[src/rtl/timer16_defs.svh]
`ifndef TIMER16_DEFS_SVH
`define TIMER16_DEFS_SVH

// Register byte addresses
`define OFS_FLAGS       8'h36
`define OFS_IRQ_MASK    8'h6F
`define OFS_CTRL_A      8'h80
`define OFS_CTRL_B      8'h81
`define OFS_CTRL_C      8'h82
`define OFS_COUNT_L     8'h84
`define OFS_COUNT_H     8'h85
`define OFS_CAPTURE_L   8'h86
`define OFS_CAPTURE_H   8'h87
`define OFS_COMPARE_A_L 8'h88
`define OFS_COMPARE_A_H 8'h89
`define OFS_COMPARE_B_L 8'h8A
`define OFS_COMPARE_B_H 8'h8B
`define OFS_COMPARE_C_L 8'h8C
`define OFS_COMPARE_C_H 8'h8D

// Reset values
`define RESET_BYTE      8'h00
`define RESET_WORD      16'h0000

// Control B fields
`define BIT_FILTER_EN   7
`define BIT_EDGE_SEL    6
`define BIT_WAVE_HI     4
`define BIT_WAVE_LO     3
`define CTRL_B_MASK     8'hDF

// Flag and mask bit positions
`define BIT_CAPTURE     5
`define BIT_COMPARE_A   1
`define BIT_OVERFLOW    0
`define FLAG_MASK       8'h2F

// Force strobe of channel A; B and C sit one and two bits lower
`define BIT_FORCE_A     7

// Prescaler tap masks
`define PRESC_MASK_8    10'h007
`define PRESC_MASK_64   10'h03F
`define PRESC_MASK_256  10'h0FF
`define PRESC_MASK_1024 10'h3FF

// Fixed TOP values
`define TOP_MAX         16'hFFFF
`define TOP_8BIT        16'h00FF
`define TOP_9BIT        16'h01FF
`define TOP_10BIT       16'h03FF

// Equal samples needed by the capture filter
`define FILTER_SAMPLES  4

`endif

[src/rtl/timer16_pkg.sv]
package timer16_pkg;

  typedef logic [7:0]  byte_type;
  typedef logic [15:0] word_type;

  typedef enum logic [1:0] {
    kind_normal,
    kind_clear_on_match,
    kind_fast_pwm,
    kind_phase_pwm
  } count_kind_type;

endpackage : timer16_pkg

[src/rtl/capture_filter_if.sv]
`timescale 1ns/1ps
`default_nettype none
interface capture_filter_if;
  logic sample_in;
  logic enable;
  logic filtered_out;
  modport filter (input sample_in, input enable, output filtered_out);
  modport user   (output sample_in, output enable, input filtered_out);
endinterface : capture_filter_if
`default_nettype wire

[src/rtl/capture_filter.sv]
`timescale 1ns/1ps
`default_nettype none
`include "timer16_defs.svh"
module capture_filter
  import timer16_pkg::*;
(
  input  wire logic        clk_sys,
  input  wire logic        reset_n,
  capture_filter_if.filter port
);

  logic [`FILTER_SAMPLES-2:0] hist_reg;
  logic                       out_reg;

  always_ff @(posedge clk_sys) begin
    if (!reset_n) begin
      hist_reg <= '0;
    end else begin
      hist_reg <= {hist_reg[`FILTER_SAMPLES-3:0], port.sample_in};
    end
  end

  // Output moves only after a full run of equal samples
  always_ff @(posedge clk_sys) begin
    if (!reset_n) begin
      out_reg <= 1'b0;
    end else if ((&{hist_reg, port.sample_in}) || (~|{hist_reg, port.sample_in})) begin
      out_reg <= port.sample_in;
    end
  end

  assign port.filtered_out = port.enable ? out_reg : port.sample_in;

endmodule : capture_filter
`default_nettype wire

[src/rtl/timer16_capture_compare_regs.sv]
// Design decision made here: the strobed register port.
`timescale 1ns/1ps
`default_nettype none
`include "timer16_defs.svh"
module timer16_capture_compare_regs
  import timer16_pkg::*;
(
  input  wire logic       clk_sys,
  input  wire logic       reset_n,
  input  wire logic [7:0] reg_addr,
  input  wire logic [7:0] reg_wdata,
  input  wire logic       reg_write,
  input  wire logic       reg_read,
  output logic      [7:0] reg_rdata,
  input  wire logic       capture_input_pin,
  input  wire logic       external_clock_pin,
  input  wire logic       analog_comparator_out,
  input  wire logic       comparator_capture_select,
  input  wire logic       global_irq_enable,
  input  wire logic [7:0] irq_ack,
  output logic      [7:0] irq_request,
  output logic            waveform_output_a,
  output logic            waveform_output_b,
  output logic            waveform_output_c,
  output logic            capture_pin_enable
);

  ////////////////////////////////////////////////////////////////////////////
  // Declarations

  byte_type       ctrl_a_reg;
  byte_type       ctrl_b_reg;
  byte_type       mask_reg;
  byte_type       flag_reg;
  byte_type       flag_set;
  byte_type       flag_clear;
  byte_type       temp_reg;
  byte_type       rdata_reg;
  byte_type       rdata_next;
  word_type       count_reg;
  word_type       count_next;
  word_type       capture_reg;
  word_type       compare_reg [3];
  word_type       top_value;
  count_kind_type kind;
  logic [3:0]     wave_mode;
  logic [2:0]     clock_select;
  logic [9:0]     presc_reg;
  logic [2:0]     wave_reg;
  logic [2:0]     match;
  logic           down_reg;
  logic           down_next;
  logic           block_reg;
  logic           tick;
  logic           top_hit;
  logic           overflow_set;
  logic           pwm_mode;
  logic           capture_is_top;
  logic           capture_event;
  logic           capture_prev_reg;
  logic           cap_sync1_reg;
  logic           cap_sync2_reg;
  logic           ext_sync1_reg;
  logic           ext_sync2_reg;
  logic           ext_prev_reg;
  logic           comp_sync1_reg;
  logic           comp_sync2_reg;
  logic           wr_count_l;
  logic           wr_ctrl_c;

  capture_filter_if filt_if ();

  ////////////////////////////////////////////////////////////////////////////
  // Pin synchronisers

  always_ff @(posedge clk_sys) begin
    if (!reset_n) begin
      cap_sync1_reg  <= 1'b0;
      cap_sync2_reg  <= 1'b0;
      ext_sync1_reg  <= 1'b0;
      ext_sync2_reg  <= 1'b0;
      ext_prev_reg   <= 1'b0;
      comp_sync1_reg <= 1'b0;
      comp_sync2_reg <= 1'b0;
    end else begin
      cap_sync1_reg  <= capture_input_pin;
      cap_sync2_reg  <= cap_sync1_reg;
      ext_sync1_reg  <= external_clock_pin;
      ext_sync2_reg  <= ext_sync1_reg;
      ext_prev_reg   <= ext_sync2_reg;
      comp_sync1_reg <= analog_comparator_out;
      comp_sync2_reg <= comp_sync1_reg;
    end
  end

  ////////////////////////////////////////////////////////////////////////////
  // Mode decode

  assign wave_mode    = {ctrl_b_reg[`BIT_WAVE_HI], ctrl_b_reg[`BIT_WAVE_LO],
                         ctrl_a_reg[1:0]};
  assign clock_select = ctrl_b_reg[2:0];

  always_comb begin
    kind      = kind_normal;
    top_value = `TOP_MAX;
    case (wave_mode)
      4'd1:    begin kind = kind_phase_pwm;      top_value = `TOP_8BIT;  end
      4'd2:    begin kind = kind_phase_pwm;      top_value = `TOP_9BIT;  end
      4'd3:    begin kind = kind_phase_pwm;      top_value = `TOP_10BIT; end
      4'd4:    begin kind = kind_clear_on_match; top_value = compare_reg[0]; end
      4'd5:    begin kind = kind_fast_pwm;       top_value = `TOP_8BIT;  end
      4'd6:    begin kind = kind_fast_pwm;       top_value = `TOP_9BIT;  end
      4'd7:    begin kind = kind_fast_pwm;       top_value = `TOP_10BIT; end
      4'd8:    begin kind = kind_phase_pwm;      top_value = capture_reg; end
      4'd9:    begin kind = kind_phase_pwm;      top_value = compare_reg[0]; end
      4'd10:   begin kind = kind_phase_pwm;      top_value = capture_reg; end
      4'd11:   begin kind = kind_phase_pwm;      top_value = compare_reg[0]; end
      4'd12:   begin kind = kind_clear_on_match; top_value = capture_reg; end
      4'd14:   begin kind = kind_fast_pwm;       top_value = capture_reg; end
      4'd15:   begin kind = kind_fast_pwm;       top_value = compare_reg[0]; end
      default: begin kind = kind_normal;         top_value = `TOP_MAX;  end
    endcase
  end

  assign pwm_mode       = (kind == kind_fast_pwm) || (kind == kind_phase_pwm);
  assign capture_is_top = wave_mode[3] && !wave_mode[0];
  assign capture_pin_enable = !capture_is_top;

  ////////////////////////////////////////////////////////////////////////////
  // Prescaler and timer clock

  always_ff @(posedge clk_sys) begin
    if (!reset_n) begin
      presc_reg <= 10'h000;
    end else begin
      presc_reg <= presc_reg + 10'h001;
    end
  end

  always_comb begin
    case (clock_select)
      3'd0:    tick = 1'b0;
      3'd1:    tick = 1'b1;
      3'd2:    tick = (presc_reg & `PRESC_MASK_8) == `PRESC_MASK_8;
      3'd3:    tick = (presc_reg & `PRESC_MASK_64) == `PRESC_MASK_64;
      3'd4:    tick = (presc_reg & `PRESC_MASK_256) == `PRESC_MASK_256;
      3'd5:    tick = (presc_reg & `PRESC_MASK_1024) == `PRESC_MASK_1024;
      3'd6:    tick = ext_prev_reg && !ext_sync2_reg;
      3'd7:    tick = !ext_prev_reg && ext_sync2_reg;
      default: tick = 1'b0;
    endcase
  end

  ////////////////////////////////////////////////////////////////////////////
  // Counting sequence

  assign wr_count_l = reg_write && (reg_addr == `OFS_COUNT_L);
  assign wr_ctrl_c  = reg_write && (reg_addr == `OFS_CTRL_C);
  assign top_hit    = (count_reg == top_value);

  always_comb begin
    count_next   = count_reg;
    down_next    = down_reg;
    overflow_set = 1'b0;
    if (tick) begin
      case (kind)
        kind_normal: begin
          count_next   = count_reg + 16'h0001;
          overflow_set = (count_reg == `TOP_MAX);
        end
        kind_clear_on_match: begin
          count_next   = top_hit ? `RESET_WORD : count_reg + 16'h0001;
          overflow_set = (count_reg == `TOP_MAX);
        end
        kind_fast_pwm: begin
          count_next   = (count_reg >= top_value) ? `RESET_WORD
                                                  : count_reg + 16'h0001;
          overflow_set = (count_reg >= top_value);
        end
        kind_phase_pwm: begin
          if (!down_reg && (count_reg >= top_value)) begin
            down_next  = 1'b1;
            count_next = count_reg - 16'h0001;
          end else if (down_reg && (count_reg == `RESET_WORD)) begin
            down_next    = 1'b0;
            count_next   = count_reg + 16'h0001;
            overflow_set = 1'b1;
          end else begin
            count_next = down_reg ? count_reg - 16'h0001 : count_reg + 16'h0001;
          end
        end
        default: count_next = count_reg;
      endcase
    end
  end

  always_ff @(posedge clk_sys) begin
    if (!reset_n) begin
      count_reg <= `RESET_WORD;
      down_reg  <= 1'b0;
    end else if (wr_count_l) begin
      count_reg <= {temp_reg, reg_wdata};
    end else begin
      count_reg <= count_next;
      down_reg  <= down_next;
    end
  end

  // Counter write masks the matches of the following timer clock
  always_ff @(posedge clk_sys) begin
    if (!reset_n) begin
      block_reg <= 1'b0;
    end else if (wr_count_l) begin
      block_reg <= 1'b1;
    end else if (tick) begin
      block_reg <= 1'b0;
    end
  end

  ////////////////////////////////////////////////////////////////////////////
  // Input capture

  assign filt_if.sample_in = comparator_capture_select ? comp_sync2_reg
                                                       : cap_sync2_reg;
  assign filt_if.enable    = ctrl_b_reg[`BIT_FILTER_EN];

  capture_filter u_filter (
    .clk_sys (clk_sys),
    .reset_n (reset_n),
    .port    (filt_if.filter)
  );

  always_ff @(posedge clk_sys) begin
    if (!reset_n) begin
      capture_prev_reg <= 1'b0;
    end else begin
      capture_prev_reg <= filt_if.filtered_out;
    end
  end

  assign capture_event = !capture_is_top &&
                         (ctrl_b_reg[`BIT_EDGE_SEL]
                          ? (filt_if.filtered_out && !capture_prev_reg)
                          : (!filt_if.filtered_out && capture_prev_reg));

  always_ff @(posedge clk_sys) begin
    if (!reset_n) begin
      capture_reg <= `RESET_WORD;
    end else if (capture_event) begin
      capture_reg <= count_reg;
    end else if (reg_write && (reg_addr == `OFS_CAPTURE_L)) begin
      capture_reg <= {temp_reg, reg_wdata};
    end
  end

  ////////////////////////////////////////////////////////////////////////////
  // Compare channels

  genvar ch;
  generate
    for (ch = 0; ch < 3; ch++) begin : g_channel
      localparam logic [7:0] OFS_LOW = 8'(`OFS_COMPARE_A_L + 2 * ch);
      logic [1:0] mode_bits;
      logic       forced;
      logic       match_level;

      assign mode_bits   = ctrl_a_reg[7-2*ch -: 2];
      assign forced      = wr_ctrl_c && reg_wdata[`BIT_FORCE_A-ch] && !pwm_mode;
      assign match[ch]   = tick && !block_reg && !wr_count_l &&
                           (count_reg == compare_reg[ch]);
      assign match_level = (mode_bits == 2'b11) ^
                           ((kind == kind_phase_pwm) && down_reg);

      always_ff @(posedge clk_sys) begin
        if (!reset_n) begin
          compare_reg[ch] <= `RESET_WORD;
        end else if (reg_write && (reg_addr == OFS_LOW)) begin
          compare_reg[ch] <= {temp_reg, reg_wdata};
        end
      end

      always_ff @(posedge clk_sys) begin
        if (!reset_n) begin
          wave_reg[ch] <= 1'b0;
        end else if (!pwm_mode) begin
          if (match[ch] || forced) begin
            case (mode_bits)
              2'b01:   wave_reg[ch] <= !wave_reg[ch];
              2'b10:   wave_reg[ch] <= 1'b0;
              2'b11:   wave_reg[ch] <= 1'b1;
              default: wave_reg[ch] <= wave_reg[ch];
            endcase
          end
        end else if (match[ch]) begin
          if (mode_bits[1]) begin
            wave_reg[ch] <= match_level;
          end else if ((mode_bits == 2'b01) && (ch == 0) && wave_mode[3]) begin
            wave_reg[ch] <= !wave_reg[ch];
          end
        end else if (tick && top_hit && (kind == kind_fast_pwm) && mode_bits[1]) begin
          wave_reg[ch] <= (mode_bits == 2'b10);
        end
      end
    end
  endgenerate

  assign waveform_output_a = wave_reg[0];
  assign waveform_output_b = wave_reg[1];
  assign waveform_output_c = wave_reg[2];

  ////////////////////////////////////////////////////////////////////////////
  // Flags and interrupt requests

  always_comb begin
    flag_set                 = 8'h00;
    flag_set[`BIT_CAPTURE]   = capture_event || (capture_is_top && tick && top_hit);
    flag_set[`BIT_OVERFLOW]  = overflow_set;
    flag_set[`BIT_COMPARE_A+2:`BIT_COMPARE_A] = match;
    flag_clear = irq_ack;
    if (reg_write && (reg_addr == `OFS_FLAGS)) begin
      flag_clear = irq_ack | reg_wdata;
    end
  end

  // A new event in the clearing cycle survives
  always_ff @(posedge clk_sys) begin
    if (!reset_n) begin
      flag_reg <= `RESET_BYTE;
    end else begin
      flag_reg <= ((flag_reg & ~flag_clear) | flag_set) & `FLAG_MASK;
    end
  end

  assign irq_request = flag_reg & mask_reg & {8{global_irq_enable}};

  ////////////////////////////////////////////////////////////////////////////
  // Control registers

  always_ff @(posedge clk_sys) begin
    if (!reset_n) begin
      ctrl_a_reg <= `RESET_BYTE;
      ctrl_b_reg <= `RESET_BYTE;
      mask_reg   <= `RESET_BYTE;
    end else if (reg_write) begin
      case (reg_addr)
        `OFS_CTRL_A:   ctrl_a_reg <= reg_wdata;
        `OFS_CTRL_B:   ctrl_b_reg <= reg_wdata & `CTRL_B_MASK;
        `OFS_IRQ_MASK: mask_reg   <= reg_wdata & `FLAG_MASK;
        default:       ctrl_a_reg <= ctrl_a_reg;
      endcase
    end
  end

  // Shared high byte: filled by high writes and by counter and capture low reads
  always_ff @(posedge clk_sys) begin
    if (!reset_n) begin
      temp_reg <= `RESET_BYTE;
    end else if (reg_write && reg_addr[0] && (reg_addr >= `OFS_COUNT_H) &&
                 (reg_addr <= `OFS_COMPARE_C_H)) begin
      temp_reg <= reg_wdata;
    end else if (reg_read && (reg_addr == `OFS_COUNT_L)) begin
      temp_reg <= count_reg[15:8];
    end else if (reg_read && (reg_addr == `OFS_CAPTURE_L)) begin
      temp_reg <= capture_reg[15:8];
    end
  end

  ////////////////////////////////////////////////////////////////////////////
  // Read path

  always_comb begin
    rdata_next = 8'h00;
    case (reg_addr)
      `OFS_FLAGS:       rdata_next = flag_reg;
      `OFS_IRQ_MASK:    rdata_next = mask_reg;
      `OFS_CTRL_A:      rdata_next = ctrl_a_reg;
      `OFS_CTRL_B:      rdata_next = ctrl_b_reg;
      `OFS_CTRL_C:      rdata_next = 8'h00;
      `OFS_COUNT_L:     rdata_next = count_reg[7:0];
      `OFS_CAPTURE_L:   rdata_next = capture_reg[7:0];
      `OFS_COMPARE_A_L: rdata_next = compare_reg[0][7:0];
      `OFS_COMPARE_B_L: rdata_next = compare_reg[1][7:0];
      `OFS_COMPARE_C_L: rdata_next = compare_reg[2][7:0];
      `OFS_COMPARE_A_H: rdata_next = compare_reg[0][15:8];
      `OFS_COMPARE_B_H: rdata_next = compare_reg[1][15:8];
      `OFS_COMPARE_C_H: rdata_next = compare_reg[2][15:8];
      `OFS_COUNT_H:     rdata_next = temp_reg;
      `OFS_CAPTURE_H:   rdata_next = temp_reg;
      default:          rdata_next = 8'h00;
    endcase
  end

  always_ff @(posedge clk_sys) begin
    if (!reset_n) begin
      rdata_reg <= `RESET_BYTE;
    end else begin
      rdata_reg <= reg_read ? rdata_next : 8'h00;
    end
  end

  assign reg_rdata = rdata_reg;

endmodule : timer16_capture_compare_regs
`default_nettype wire

[config.mk]
export PLATFORM = sky130hd
export DESIGN_NAME = timer16_capture_compare_regs
export DESIGN_NICKNAME = d
export VERILOG_FILES = /design/src/rtl/timer16_pkg.sv /design/src/rtl/capture_filter_if.sv /design/src/rtl/capture_filter.sv /design/src/rtl/timer16_capture_compare_regs.sv
export VERILOG_INCLUDE_DIRS = /design/src /design/src/rtl
export SDC_FILE = /design/constraint.sdc
export NUM_CORES = 1
export LEC_CHECK = 0
export BUFFER_PORTS_ARGS = -buffer_cell sky130_fd_sc_hd__clkbuf_2
export CAP_MARGIN = 20
export CORE_ASPECT_RATIO = 1.2
export CORE_MARGIN = 1
export CORE_UTILIZATION = 55
export DETAILED_ROUTE_END_ITERATION = 8
export HOLD_SLACK_MARGIN = 0.02
export PLACE_DENSITY = 0.78
export SLEW_MARGIN = 20
export SYNTH_ARGS = -nofsm -noshare
export SYNTH_HDL_FRONTEND = slang
export SYNTH_SLANG_ARGS = --single-unit
[constraint.sdc]
create_clock -name clk_sys -period 4.5 [get_ports clk_sys]
set_clock_uncertainty 0.05 [all_clocks]
set_input_delay 0.45 -clock clk_sys [delete_from_list [all_inputs] [get_ports clk_sys]]
set_output_delay 0.45 -clock clk_sys [all_outputs]
set_load 0.01 [all_outputs]
# Yosys cells after proc, flatten, opt, wreduce, memory -nomap -nowiden
# Memory sizes are Yosys's and may differ from the RTL's.
# Cells that the tools add are included.
# word_totals
regBits,100
ram_bits,48
inputBits,33
output_inout_bits,20
elab_cells,261
mem_count,1
# classes
n_addsub,3
order_cmp,3
eq_ne,63
muxes,61
n_bitwise,13
reduce_logical,93
# mem_list
name,words,word_bits,read_ports,rd_clocked_by_memory_dff,write_ports,line,source
compare_reg,3,16,3,0,3,timer16_capture_compare_regs.sv:43,word_type compare_reg [3];
# ops
operator,n
two-way mux 16 bit,12
"== test 8 bit, second input constant",14
one-hot mux 8 bit (13 select lines),1
one-hot mux 16 bit (5 select lines),1
== test 16 bit,4
one-hot mux 16 bit (4 select lines),1
logical AND 1 bit,40
two-way mux 1 bit,36
"== test 4 bit, second input constant",7
two-way mux 8 bit,3
AND reduction 4 bit,5
"adder 16 x 1 -> 16 bit, second input constant",1
"== test 16 bit, second input constant",1
"== test 2 bit, second input constant",8
"== test 4 x 3 -> 1 bit, second input constant",4
>= comparator 16 bit,1
logical NOT 16 bit,1
"subtractor 16 x 1 -> 16 bit, second input constant",1
"== test 3 bit, second input constant",5
logical NOT 1 bit,14
AND 6 bit,2
bitwise OR 6 bit,2
one-hot mux 1 bit (3 select lines),4
nonzero test 2 bit,6
33 further kinds,62

# Longest topological paths before layout
# depth
ltp_word,10
mapped_depth,17
depth_no_buf,16

# By module
# From an unflattened synthesis, not the netlist that was laid out.
# unflattened
hier_cells,1050
hier_area_um2,9027.4
# by_module_without_submodules
mod,n_inst,cells_each,area_each_um2,seq_area_each_um2
timer16_capture_compare_regs,1,1038,8887.3,3363.2
capture_filter,1,12,140.1,80.1

# Worst setup path after synthesis
# No wires, ideal clock.
# synth_path
path_type,register to register
startpoint,register ctrl_b_reg[3]
endpoint,register count_reg[2]
setup_time_ps,84
t_arrival_ps,3763
t_required_ps,4366
slack_ps,602
path_stages_with_launch,16
path_buffers,1
period_less_slack_ps,3898
path_cell_list,dfxtp_1 clkinv_1 nor2_1 nand2_1 o21ai_1 clkbuf_1 a221oi_1 ha_1 nand4_1 or3_1 o32a_1 and3b_1 or3_1 a221oi_2 nor2_1 o31ai_2
# synth_via
elab_chain_cells,9
word_cells_on_any_way,37
cone_classes,1 x order compare; 18 x eq/ne; 8 x mux; 10 x reduce/logical
# synth_rtl
item,line,source
"start, declared",timer16_capture_compare_regs.sv:32,byte_type ctrl_b_reg;
"start signal, assigned",timer16_capture_compare_regs.sv:342,ctrl_b_reg <= `RESET_BYTE;
"start signal, assigned",timer16_capture_compare_regs.sv:347,`OFS_CTRL_B: ctrl_b_reg <= reg_wdata & `CTRL_B_MASK;
== test 4 bit (tied with other cells),timer16_capture_compare_regs.sv:106,case (wave_mode)
OR reduction 4 bit (no source line) / OR reduction 2 bit (equally long branches),-,
one-hot mux 16 bit (5 select lines),timer16_capture_compare_regs.sv:106,
>= comparator 16 bit,"timer16_capture_compare_regs.sv:176, timer16_capture_compare_regs.sv:181",
logical AND 1 bit,timer16_capture_compare_regs.sv:181,if (!down_reg && (count_reg >= top_value)) begin
two-way mux 16 bit,timer16_capture_compare_regs.sv:181,
one-hot mux 16 bit (4 select lines) *,timer16_capture_compare_regs.sv:166,case (kind)
two-way mux 16 bit *,timer16_capture_compare_regs.sv:165,if (tick) begin
two-way mux 16 bit *,timer16_capture_compare_regs.sv:201,end else if (wr_count_l) begin
"end signal, assigned",timer16_capture_compare_regs.sv:199,count_reg <= `RESET_WORD;
"end signal, assigned",timer16_capture_compare_regs.sv:202,"count_reg <= {temp_reg, reg_wdata};"
"end signal, assigned",timer16_capture_compare_regs.sv:204,count_reg <= count_next;
"end, declared",timer16_capture_compare_regs.sv:40,word_type count_reg;
# Every way passes the cells marked *; elsewhere a longest branch is shown, timed or not. The select of a mux whose other input is x is not followed.
# A chain may end at the register's enable or synchronous reset.

# Final worst setup path
# layout_path
startpoint,register ctrl_b_reg[4]
endpoint,register count_reg[12]
# Same word-level chain as after synthesis.

==> summary.md <==
| Metric | Value |
|---|---|
| Outcome | `complete, no violations` |
| First-pass GRT wire length | `46,800 um` |
| Combined area of all synthesized cells | `0.00919 sq mm` |
| Final core occ | `62.9%` |
| Chip width | `120 um` |
| DR top layer | `met4` |
| CP Max Fanout | `16` |
| Syn Inst Count | `1,099` |
| Wire length on met2 | `14,500 um` |
| Die height | `between 100 and 150 um` |
| GP Congestion | `~1` |
| Vias per cell | `6.67` |
| Fin crit period | `4.16 ns` |
| Core area | `0.0163 sq mm` |
| Part of the cycle the worst path needs | `92.5%` |
| CTS tree | `built` |
| Clock Power Share | `45.4%` |
| Relative slew slack | `27.9%` |
| Clock Tree Buf Depth | `2` |
| Area after DPL | `0.00964 sq mm` |
| 1st-pass router iterations | `6` |
| Port bufs | `between 40 and 50` |
| Largest net degree at the start of global routing | `48` |
| Routed wire length | `31,200 um` |
| Crit Path Class | `register to register` |
| Area grow syn2layout | `11.3%` |
| Flop pwr share | `between 40% and 50%` |
| Clock Latency Late Sink | `around 0.43 ns` |
| Sequential cell area | `0.00344 sq mm` |
| Non-Filler Instances | `between 1k and 1.5k` |
| DRT iter0 DRCs | `1,151` |
| Final Hold Fails | `0` |
| Logic gate share of total power | `under 10%` |
| Fill cells | `1,433` |
| Max-Cap Viols | `0` |
| Root Driver | `clkbuf_16` |
| Post-synthesis adder-cell area fraction | `roughly 3.4%` |
| # IOs | `between 50 and 60` |
| Yosys warns | `0` |
| Total number of vias | `~9k` |
| Mean area per synthesized cell | `8.36 sq um` |
| H-tree levels | `4` |
| Vias in the first global route | `approximately 8.3k` |
| Overall routing resource usage | `36.8%` |
| Ratio of cells with drive above 1 in the final layout | `about an eighth` |
| Synth unique cells | `75` |
| Switching share of total power | `27.8%` |
| Main combinational cell family by area after synthesis | `simple AND/OR/NAND/NOR gates` |
| Cell count after placement | `roughly 1.3k` |
| Ant. Diodes | `0` |
| Avg WL per Cell | `23.2 um` |
| Post-synth EDFFs | `48` |
| Hold WC Path Type | `input port to register` |
| Num rows | `51` |
| ANT nets after route | `0` |
| Drt drc | `0` |
| Grt total ovfl | `0` |
| Internal | `2.26 mW` |
| Synth Area in Simple Gates | `25.1%` |
| Ys async rst share | `0%` |
| Wl on met1 | `11,500 um` |
| Multiplexer share of the synthesized area | `3.89%` |
| Worst endpoint required time | `around 4.8 ns` |
| P_sw | `just under 0.9 mW` |
| Leakage | `4.14 nW` |
| Final Max Tran Viols | `0` |
| Critical Path AT | `4.46 ns` |
| Worst VDD drop | `342 uV` |
| Worst-path clk slew | `0.07 ns` |
| Number of endpoints failing setup at the final stage | `0` |
| Synth Flop Type | `dfxtp_1` |
| Power per standard cell area | `306 mW/mm^2` |
| Setup Total Neg Slack | `0 ns` |
| #FFs+latches synth | `between 100 and 150` |
| Worst Tran Pin Value | `1.07 ns` |
| Synth Area in Compound Gates | `18.8%` |
| Crit end category | `register` |
| XOR/XNOR Fraction of Synth Area | `under 10%` |
| Met3 WL | `~3300 um` |
| Final nets | `1,178` |
| Hold Buf Count CTS | `0` |
| Fin area | `0.0102 sq mm` |
| Multi-input combinational cell area | `around 0.0053 sq mm` |
| Inserted Clock Buffers | `17` |
| Largest register FFs | `48` |
| Clk sinks | `148` |
| Initial Util | `56.5%` |
| Seq/Total Area, Yosys | `37.5%` |
| Initial antenna violation count | `0` |
| Most frequent cells in the layout | `nor2_1, nand2_1, dfxtp_1, a21oi_1, and2_1` |
| Die area | `roughly 0.017 sq mm` |
| Fmax | `0.240 GHz` |
| Commonest non-fill, non-tap cell in the layout | `nor2_1` |
| DP HPWL | `between 20,000 and 25,000 um` |
| Startpoint Class | `register` |
| Unrepaired setup endpoints after global routing | `no` |
| Total power | `3.13 mW` |
[cell usage after synthesis, drive strengths merged, types with 5 or more instances]
cell	count	area share, %
a211oi	5	0.41
a21oi	68	3.7
a221oi	14	1.4
a222oi	8	0.87
a22o	7	0.67
a22oi	14	1.1
a311oi	25	2.4
a31oi	21	1.4
and2	64	4.4
and3	24	1.6
buf	17	0.86
clkbuf	65	2.7
dfxtp	100	22
edfxtp	48	16
ha	25	3.4
inv	24	0.98
mux2i	32	3.5
nand2	104	4.3
nand2b	11	0.75
nand3	53	2.9
nand4	10	0.68
nor2	114	4.7
nor3	25	1.4
nor4	22	1.7
o21a	6	0.49
o21ai	47	2.6
or2	5	0.34
or3	9	0.61
xnor2	15	1.4
xor2	56	5.3
[routing by layer]
metal	vias up	GRT usage [%]
met4	0	24.7
li1	4038	-
met5	-	0
met1	4194	44.4
met3	140	7.42
met2	602	59.2
[repair_timing]
action,CTS,global route
buffers inserted,0,0
endpoints found under the setup margin,0,1
gates resized for setup,0,1
[worst max-delay path: stages (launching register included)]
cell      delay (ns)
dfxtp_1         0.62
inv_1           0.17
nor2_1          0.22
buf_4           0.26
a221oi_1        0.12
ha_1            0.35
nand4_1         0.19
or3_1           0.41
o32a_1          0.43
and3b_1         0.25
nor3_1          0.33
o21ai_0         0.15
a311o_1         0.38
a31oi_1         0.14
[kinds of logic after synthesis]
logic type | count (synthesis)
AOI/OAI and AO/OA | 254
xor gates and xnor gates | 71
adders and majority gates | 25
buffers and inverters | 107
DFF | 148
muxes | 35
other | 1
and+or+nand+nor | 458
[area by class of cell]
cell class	count	area share, %
multi-input combinational	846	52.2
sequential	148	33.7
timing repair buffer	82	4.89
clock buffer	18	4.40
tap	212	2.59
clock inverter	14	1.30
inverter	25	0.917
[power by group through the flow]
stage               Clock [mW]  Combinational (mW)  Sequential (mW)
floorplan                    0               0.173             1.46
global placement             0               0.249             1.48
detailed placement           0               0.251             1.48
CTS                       1.42               0.253             1.45
global route              1.48               0.278             1.45
finish                    1.42               0.260             1.45
[per-stage QoR]
stage,setup slack [ns],hold slack [ns]
after floorplan,0.602,0.362
after detailed placement,0.295,0.376
final,0.336,0.169
after global routing,0.0742,0.168
after global placement,0.402,0.368
after CTS,0.242,0.165
[worst paths after layout]
kind | startpoint | endpoint | slack, ns | depth (start not counted)
worst max-delay path | ctrl_b_reg[4]$_SDFFE_PN0P_ | count_reg[12]$_SDFFE_PN0P_ | 0.34 | 13
worst min-delay path | external_clock_pin | ext_sync1_reg$_SDFF_PN0_ | 0.17 | 2
worst max register to register | ctrl_b_reg[4]$_SDFFE_PN0P_ | count_reg[12]$_SDFFE_PN0P_ | 0.34 | 13
worst min register to register | ext_sync1_reg$_SDFF_PN0_ | ext_sync2_reg$_SDFF_PN0_ | 0.39 | 1
Note: power is estimated with default switching activity, not from simulation.
